$ cat config.mk
export PLATFORM = sky130hd
export DESIGN_NAME = stepper_phase_sequencer_flat
export DESIGN_NICKNAME = d
export VERILOG_FILES = /design/src/include/stepper_pkg.sv /design/src/include/stepper_if.sv /design/src/verilog/stepper_phase_sequencer.sv /design/src/flat_wrapper.sv
export SDC_FILE = /design/constraint.sdc
export NUM_CORES = 1
export LEC_CHECK = 0
export ABC_AREA = 1
export BUFFER_PORTS_ARGS = -buffer_cell sky130_fd_sc_hd__clkbuf_2
export CAP_MARGIN = 20
export CELL_PAD_IN_SITES_DETAIL_PLACEMENT = 1
export CELL_PAD_IN_SITES_GLOBAL_PLACEMENT = 1
export CORE_ASPECT_RATIO = 1.25
export CORE_MARGIN = 2
export CORE_UTILIZATION = 49
export CTS_CLUSTER_DIAMETER = 150
export CTS_CLUSTER_SIZE = 12
export DETAILED_ROUTE_END_ITERATION = 10
export GPL_ROUTABILITY_DRIVEN = 0
export GPL_TIMING_DRIVEN = 0
export PLACE_DENSITY = 0.85
export SYNTH_ARGS = -nofsm -noshare
export SYNTH_HDL_FRONTEND = slang
export SYNTH_SLANG_ARGS = --single-unit
export TNS_END_PERCENT = 20
$ cat constraint.sdc
create_clock -name clk -period 3.6 [get_ports clk]
set_clock_uncertainty 0.2 [all_clocks]
set_input_delay 0.72 -clock clk [delete_from_list [all_inputs] [get_ports clk]]
set_output_delay 0.72 -clock clk [all_outputs]
set_load 0.01 [all_outputs]
$ cat src/include/stepper_pkg.sv
`default_nettype none
package stepper_pkg;

  // Phase position: eight half-step positions, full step uses every other one
  localparam int          POS_WIDTH       = 3;
  localparam logic [2:0]  POS_RESET       = 3'h0;
  localparam logic [2:0]  POS_STEP_FULL   = 3'h2;
  localparam logic [2:0]  POS_STEP_HALF   = 3'h1;

  // Winding pattern bit positions in {w2_rev, w2_fwd, w1_rev, w1_fwd}
  localparam int          W1_FWD_BIT      = 0;
  localparam int          W1_REV_BIT      = 1;
  localparam int          W2_FWD_BIT      = 2;
  localparam int          W2_REV_BIT      = 3;
  localparam logic [3:0]  WINDINGS_OFF    = 4'h0;

  // Clock rate and host timing
  localparam int          CLK_HZ          = 20000000;
  localparam int          CLEAR_WAIT_NS   = 10000;
  localparam int          PULSE_MIN_NS    = 10000;
  localparam int          DIR_HOLD_NS     = 6250;
  localparam int          MODE_HOLD_NS    = 5000;
  localparam int          CLEAR_WAIT_CYC  = (CLEAR_WAIT_NS * (CLK_HZ / 1000000) + 999) / 1000;
  localparam int          PULSE_MIN_CYC   = (PULSE_MIN_NS * (CLK_HZ / 1000000) + 999) / 1000;
  localparam int          DIR_HOLD_CYC    = (DIR_HOLD_NS * (CLK_HZ / 1000000) + 999) / 1000;
  localparam int          MODE_HOLD_CYC   = (MODE_HOLD_NS * (CLK_HZ / 1000000) + 999) / 1000;
  localparam int          POR_HOLD_CYC    = 4;
  // Step edges still issued, each later than the last, once run drops
  localparam int          RAMP_EDGES      = 4;
  localparam int          TIMER_WIDTH     = 16;

  // Ordered half-step pattern, position 0 = winding1_fwd with winding2_rev
  function automatic logic [3:0] pattern_at(input logic [2:0] pos);
    logic [3:0] p;
    p = WINDINGS_OFF;
    unique case (pos)
      3'h0: p = 4'h9;
      3'h1: p = 4'h1;
      3'h2: p = 4'h5;
      3'h3: p = 4'h4;
      3'h4: p = 4'h6;
      3'h5: p = 4'h2;
      3'h6: p = 4'ha;
      3'h7: p = 4'h8;
    endcase
    return p;
  endfunction : pattern_at

endpackage : stepper_pkg
`default_nettype wire

$ cat src/include/stepper_if.sv
`timescale 1ns/1ps
`default_nettype none
interface stepper_if;
  logic step_clock;
  logic excitation_select;
  logic edge_select;
  logic direction_select;
  logic sequencer_clear_n;
  logic enable;
  logic winding1_fwd;
  logic winding1_rev;
  logic winding2_fwd;
  logic winding2_rev;
  logic protection_alarm_n;

  modport device (
    input  step_clock, excitation_select, edge_select, direction_select,
    input  sequencer_clear_n, enable,
    output winding1_fwd, winding1_rev, winding2_fwd, winding2_rev, protection_alarm_n
  );
  modport host (
    output step_clock, excitation_select, edge_select, direction_select,
    output sequencer_clear_n, enable,
    input  winding1_fwd, winding1_rev, winding2_fwd, winding2_rev, protection_alarm_n
  );
endinterface : stepper_if
`default_nettype wire

$ cat src/verilog/stepper_phase_sequencer.sv
`timescale 1ns/1ps
`default_nettype none
module stepper_phase_sequencer (
  input  wire logic clk,
  input  wire logic reset_n,
  stepper_if.device link,
  input  wire logic overcurrent_detect,
  input  wire logic overheat_detect,
  output logic      fault_latched
);
  import stepper_pkg::*;

  // Three-stage synchronisers; a change counts once stages two and three agree
  localparam int NSYNC = 7;
  logic [NSYNC-1:0] raw_in;
  logic [NSYNC-1:0] sync1_reg;
  logic [NSYNC-1:0] sync2_reg;
  logic [NSYNC-1:0] sync3_reg;
  logic [NSYNC-1:0] stable_reg;

  assign raw_in = {overheat_detect, overcurrent_detect, link.enable, link.sequencer_clear_n,
                   link.direction_select, link.edge_select, link.step_clock};

  genvar g;
  generate
    for (g = 0; g < NSYNC; g++) begin : g_sync
      always_ff @(posedge clk or negedge reset_n) begin
        if (!reset_n) begin
          sync1_reg[g]  <= 1'b0;
          sync2_reg[g]  <= 1'b0;
          sync3_reg[g]  <= 1'b0;
          stable_reg[g] <= 1'b0;
        end else begin
          sync1_reg[g] <= raw_in[g];
          sync2_reg[g] <= sync1_reg[g];
          sync3_reg[g] <= sync2_reg[g];
          if (sync2_reg[g] == sync3_reg[g]) begin
            stable_reg[g] <= sync3_reg[g];
          end
        end
      end
    end
  endgenerate

  // Excitation select goes through its own synchroniser to keep indices simple
  logic exc_s1_reg;
  logic exc_s2_reg;
  logic exc_s3_reg;
  logic exc_reg;
  always_ff @(posedge clk or negedge reset_n) begin
    if (!reset_n) begin
      exc_s1_reg <= 1'b0;
      exc_s2_reg <= 1'b0;
      exc_s3_reg <= 1'b0;
      exc_reg    <= 1'b0;
    end else begin
      exc_s1_reg <= link.excitation_select;
      exc_s2_reg <= exc_s1_reg;
      exc_s3_reg <= exc_s2_reg;
      if (exc_s2_reg == exc_s3_reg) begin
        exc_reg <= exc_s3_reg;
      end
    end
  end

  logic step_s;
  logic edge_s;
  logic dir_s;
  logic clear_n_s;
  logic enable_s;
  logic fault_s;
  assign step_s    = stable_reg[0];
  assign edge_s    = stable_reg[1];
  assign dir_s     = stable_reg[2];
  assign clear_n_s = stable_reg[3];
  assign enable_s  = stable_reg[4];
  assign fault_s   = stable_reg[5] | stable_reg[6];

  // Power-on reset: hold the sequencer cleared for a few cycles after reset release
  logic [2:0] por_cnt_reg;
  logic       por_done_reg;
  always_ff @(posedge clk or negedge reset_n) begin
    if (!reset_n) begin
      por_cnt_reg  <= 3'h0;
      por_done_reg <= 1'b0;
    end else if (!por_done_reg) begin
      por_cnt_reg <= 3'(por_cnt_reg + 3'h1);
      if (por_cnt_reg == 3'(POR_HOLD_CYC - 1)) begin
        por_done_reg <= 1'b1;
      end
    end
  end

  logic seq_clear;
  assign seq_clear = !clear_n_s || !por_done_reg;

  // Step edge detection on the filtered step clock
  logic step_prev_reg;
  logic step_event;
  always_ff @(posedge clk or negedge reset_n) begin
    if (!reset_n) begin
      step_prev_reg <= 1'b0;
    end else begin
      step_prev_reg <= step_s;
    end
  end
  // Rising only when edge select is high, both edges otherwise
  assign step_event = edge_s ? (step_s && !step_prev_reg)
                             : (step_s != step_prev_reg);

  // Position advance: counted while disabled too, so timing continues
  logic [POS_WIDTH-1:0] pos_reg;
  logic [POS_WIDTH-1:0] pos_next;
  logic [POS_WIDTH-1:0] stride;
  always_comb begin
    stride = exc_reg ? POS_STEP_HALF : POS_STEP_FULL;
    pos_next = pos_reg;
    if (exc_reg) begin
      pos_next = dir_s ? 3'(pos_reg - stride) : 3'(pos_reg + stride);
    end else begin
      // From an odd (single-winding) position, full step lands on the next even one
      if (pos_reg[0]) begin
        pos_next = dir_s ? 3'(pos_reg - 3'h1) : 3'(pos_reg + 3'h1);
      end else begin
        pos_next = dir_s ? 3'(pos_reg - stride) : 3'(pos_reg + stride);
      end
    end
  end

  always_ff @(posedge clk or negedge reset_n) begin
    if (!reset_n) begin
      pos_reg <= POS_RESET;
    end else if (seq_clear) begin
      pos_reg <= POS_RESET;
    end else if (step_event) begin
      pos_reg <= pos_next;
    end
  end

  // Fault latch: set wins over clear; only power-on or clear pulse releases it
  always_ff @(posedge clk or negedge reset_n) begin
    if (!reset_n) begin
      fault_latched <= 1'b0;
    end else if (fault_s) begin
      fault_latched <= 1'b1;
    end else if (seq_clear) begin
      fault_latched <= 1'b0;
    end
  end

  // Outputs registered; off while disabled or faulted
  logic [3:0] pattern;
  assign pattern = pattern_at(pos_reg);
  always_ff @(posedge clk or negedge reset_n) begin
    if (!reset_n) begin
      link.winding1_fwd       <= 1'b0;
      link.winding1_rev       <= 1'b0;
      link.winding2_fwd       <= 1'b0;
      link.winding2_rev       <= 1'b0;
      link.protection_alarm_n <= 1'b1;
    end else begin
      link.protection_alarm_n <= !(fault_latched || fault_s);
      if (!enable_s || fault_latched || fault_s) begin
        link.winding1_fwd <= 1'b0;
        link.winding1_rev <= 1'b0;
        link.winding2_fwd <= 1'b0;
        link.winding2_rev <= 1'b0;
      end else begin
        link.winding1_fwd <= pattern[W1_FWD_BIT];
        link.winding1_rev <= pattern[W1_REV_BIT];
        link.winding2_fwd <= pattern[W2_FWD_BIT];
        link.winding2_rev <= pattern[W2_REV_BIT];
      end
    end
  end

endmodule : stepper_phase_sequencer
`default_nettype wire

$ cat src/flat_wrapper.sv
// flat-port wrapper written by rule: the top's interface ports become plain ports
module stepper_phase_sequencer_flat import stepper_pkg::*;
  (clk, reset_n, overcurrent_detect, overheat_detect, fault_latched, link_step_clock, link_excitation_select, link_edge_select, link_direction_select, link_sequencer_clear_n, link_enable, link_winding1_fwd, link_winding1_rev, link_winding2_fwd, link_winding2_rev, link_protection_alarm_n);
  stepper_if link_i ();
  input  wire logic clk;
  input  wire logic reset_n;
  input  wire logic overcurrent_detect;
  input  wire logic overheat_detect;
  output logic fault_latched;
  input wire logic [$bits(link_i.step_clock)-1:0] link_step_clock;
  input wire logic [$bits(link_i.excitation_select)-1:0] link_excitation_select;
  input wire logic [$bits(link_i.edge_select)-1:0] link_edge_select;
  input wire logic [$bits(link_i.direction_select)-1:0] link_direction_select;
  input wire logic [$bits(link_i.sequencer_clear_n)-1:0] link_sequencer_clear_n;
  input wire logic [$bits(link_i.enable)-1:0] link_enable;
  output wire logic [$bits(link_i.winding1_fwd)-1:0] link_winding1_fwd;
  output wire logic [$bits(link_i.winding1_rev)-1:0] link_winding1_rev;
  output wire logic [$bits(link_i.winding2_fwd)-1:0] link_winding2_fwd;
  output wire logic [$bits(link_i.winding2_rev)-1:0] link_winding2_rev;
  output wire logic [$bits(link_i.protection_alarm_n)-1:0] link_protection_alarm_n;
  assign link_i.step_clock = link_step_clock;
  assign link_i.excitation_select = link_excitation_select;
  assign link_i.edge_select = link_edge_select;
  assign link_i.direction_select = link_direction_select;
  assign link_i.sequencer_clear_n = link_sequencer_clear_n;
  assign link_i.enable = link_enable;
  assign link_winding1_fwd = link_i.winding1_fwd;
  assign link_winding1_rev = link_i.winding1_rev;
  assign link_winding2_fwd = link_i.winding2_fwd;
  assign link_winding2_rev = link_i.winding2_rev;
  assign link_protection_alarm_n = link_i.protection_alarm_n;
  stepper_phase_sequencer u_core (.clk(clk), .reset_n(reset_n), .link(link_i), .overcurrent_detect(overcurrent_detect), .overheat_detect(overheat_detect), .fault_latched(fault_latched));
endmodule
==> results.toml <==
[detailed_routing]
drt-total-wl_um = 2519
route.detailed.drc = 0
post_drt_wl_per_cell_um = 13.77
number_of_drc_markers_in_iteration_0 = 19
drt_via_density = 5.115
vias_after_detailed_routing = 936
dr.pass1.iters = 4
final_antenna_net_count = 0

[worst_setup_path]
start_kind = "flop"
worst-endpoint-required_ns = 3.60
critical_path.max_fanout = 8
timing_worst_setup_path_type = "flop to flop"
cp_data_arrival_time_ns = 1.90
crit_path_end_kind = "flop"
setup.reg_to_reg.worst_slack_ns = 1.71

[worst_hold_path]
hp-class = "primary input to async pin"

[power]
power.share.sequential_pct = 56.5
share_comb_of_total_power_pct = 11.5
clkPwrFrac_pct = 32.0
power_density_mw_per_mm2 = 552.8
swShare_pct = 27.26
power_leakage_nw = 0.9020
ir_worst_vdd_mv = 0.4983
p_sw_mw = 0.2779
power_report.internal_total_mw = 0.7416

[sta]
tns_ns = 0
achievable-frequency_mhz = 527.8
grt_setup_unrepaired = "no"
min_period_ns = 1.895
final_min_period_over_clock_period_pct = 52.63
slew-limit-headroom_pct = 77.47
number_of_setup_violations_in_the_final_report = 0
drv_slew = 0
number_of_failing_hold_endpoints_at_the_final_stage = 0
worst_pin_slew_ns = 0.3379

[cts]
cts_tree = "done"
cts-root-to-sink-buffers = 2
postCtsSetupBuffers = 0
post_cts_resized = 0
hold_buffers = 0
ctsRootBufferMaster = "clkbuf_8"
clock_latency_late_sink_ns = 0.30
clk_transition_reported_paths_ns = 0.09
cts.sink_count = 46
clock_tree.htree_level_count = 2
cts_buffers = 5

[synthesis]
synth_ff_type = "dfrtp_1"
ys.warnings.count = 0
synth_area_mm2 = 0.001608
synth-edff-count = 0
async_flop_share_pct = 100.0
ys_seq_area_share_pct = 71.67
postSynthRegisterBits = 46
synth_nets = 137
syn_avg_cell_area_um2 = 13.18
netlist_instances = 122
synth_cell_type_count = 25

[global_route]
grt_pass1_wl_um = 4457
grt_start_max_net_pins = 47
antenna_found_initial = 0
global_route.usage.total_pct = 16.30
first_global_vias = 981
globalRoute.totalOverflow = 0

[cells_and_area]
layoutNonFillerInstCount = 183
layout-drive-gt1-share_pct = 21.23
antenna-diode-count = 0
utilization_pct = 58.26
layout.nets = 160
layout.filler_cells = 326
post_synthesis_to_final_layout_area_growth_pct = 14.71

[die]
boundaryPins = 16
dieArea_mm2 = 0.003758
die_width_um = 55.24
start_util_pct = 50.79
fp.dieH_um = 68.05
fp.coreArea_mm2 = 0.003166
num_rows = 23

[job]
drv.max_cap_violation_count = 0

[run_status]
result_of_the_run = "complete, no violations"

[placement]
number_of_buffers_added_on_ports = 15
placed_cells_incl_taps = 174
dp_hpwl_um = 1843
==> power by group through the flow <==
stage / clock network [mW] / logic [mW] / registers (mW)
2_1_floorplan: 0 / 0.0780 / 0.581
6_report: 0.326 / 0.118 / 0.576
4_1_cts: 0.335 / 0.118 / 0.577
3_5_place_dp: 0 / 0.117 / 0.587
3_3_place_gp: 0 / 0.106 / 0.583
5_1_grt: 0.358 / 0.139 / 0.582
==> synth_stat cells, types with 2 or more instances <==
master    instances  share of area (%)
dfrtp_1          45                 70
nand3_1           8                2.5
o21ai_1           4                1.2
maj3_1            8                5.0
a21oi_1           3               0.93
ha_1              4                3.1
nand3b_1          2               0.93
nor3_1            2               0.62
nand2_1          20                4.7
inv_1            10                2.3
inv_2             2               0.47
==> per-stage QoR <==
stage	setup slack [ns]	power, mW	cell area, um^2	hold WS, ns
finish	1.705	1.020	1844	0.05339
global route	1.505	1.078	1844	0.04460
CTS	1.698	1.030	1824	0.1573
detailed placement	1.717	0.7043	1729	0.1358
global placement	1.783	0.6890	1729	0.1317
floorplan	1.910	0.6585	1608	0.1312
==> layout make-up <==
class	count	area, um^2	share of cell area (%)
sequential	46	1152	62.48
clock inverter	3	26.28	1.425
timing repair buffer	16	95.09	5.156
multi-input combinational	62	402.9	21.85
buffer	1	3.754	0.2035
tap	37	46.29	2.510
inverter	13	48.80	2.646
clock buffer	5	68.82	3.731
==> routing by layer <==
metal	wire [um]	GRT usage, %	vias to the layer above
li1	-	-	441
met1	956	17.14	463
met2	1382	28.57	24
met3	115	6.427	8
met4	65	8.537	0
met5	0	0	-
==> cell usage in the layout (no fill, tap or decap), types with 4 or more instances in the layout <==
master	instances
dfrtp_1	45
maj3_1	8
o21ai_1	4
clkbuf_2	15
clkbuf_8	5
ha_1	4
nand2_1	20
inv_1	10
nand3_1	8
==> cells by family after synthesis <==
family / after synthesis / synth area share (%)
simple gates: 38 / 11.28
buf+inv: 14 / 3.268
flops: 46 / 71.67
fa+ha+maj: 13 / 9.339
compound gates: 9 / 3.191
mux: 1 / 0.7003
xor+xnor: 1 / 0.5448
==> worst paths after layout <==
check                                         start                       end  depth (start not counted)
worst min-delay path                        reset_n  u_core.link.winding2_fwd                          1
worst max register to register       u_core.exc_reg         u_core.pos_reg[2]                          9
worst min register to register  u_core.sync1_reg[0]       u_core.sync2_reg[0]                          0
min in group clk                u_core.sync1_reg[0]       u_core.sync2_reg[0]                          0
worst max-delay path                 u_core.exc_reg         u_core.pos_reg[2]                          9
max in group asynchronous                   reset_n       u_core.sync3_reg[1]                          2
==> worst max-delay path, cell delays in order, from the launching register on <==
cell      delay (ns)
dfrtp_1         0.33
clkbuf_1        0.29
nand2_1         0.12
fa_1            0.40
inv_1           0.09
nand2_1         0.07
nand3_1         0.09
nand3b_1        0.09
nand2_1         0.07
nand2_1         0.04
Power figures use the tool's default switching activity.
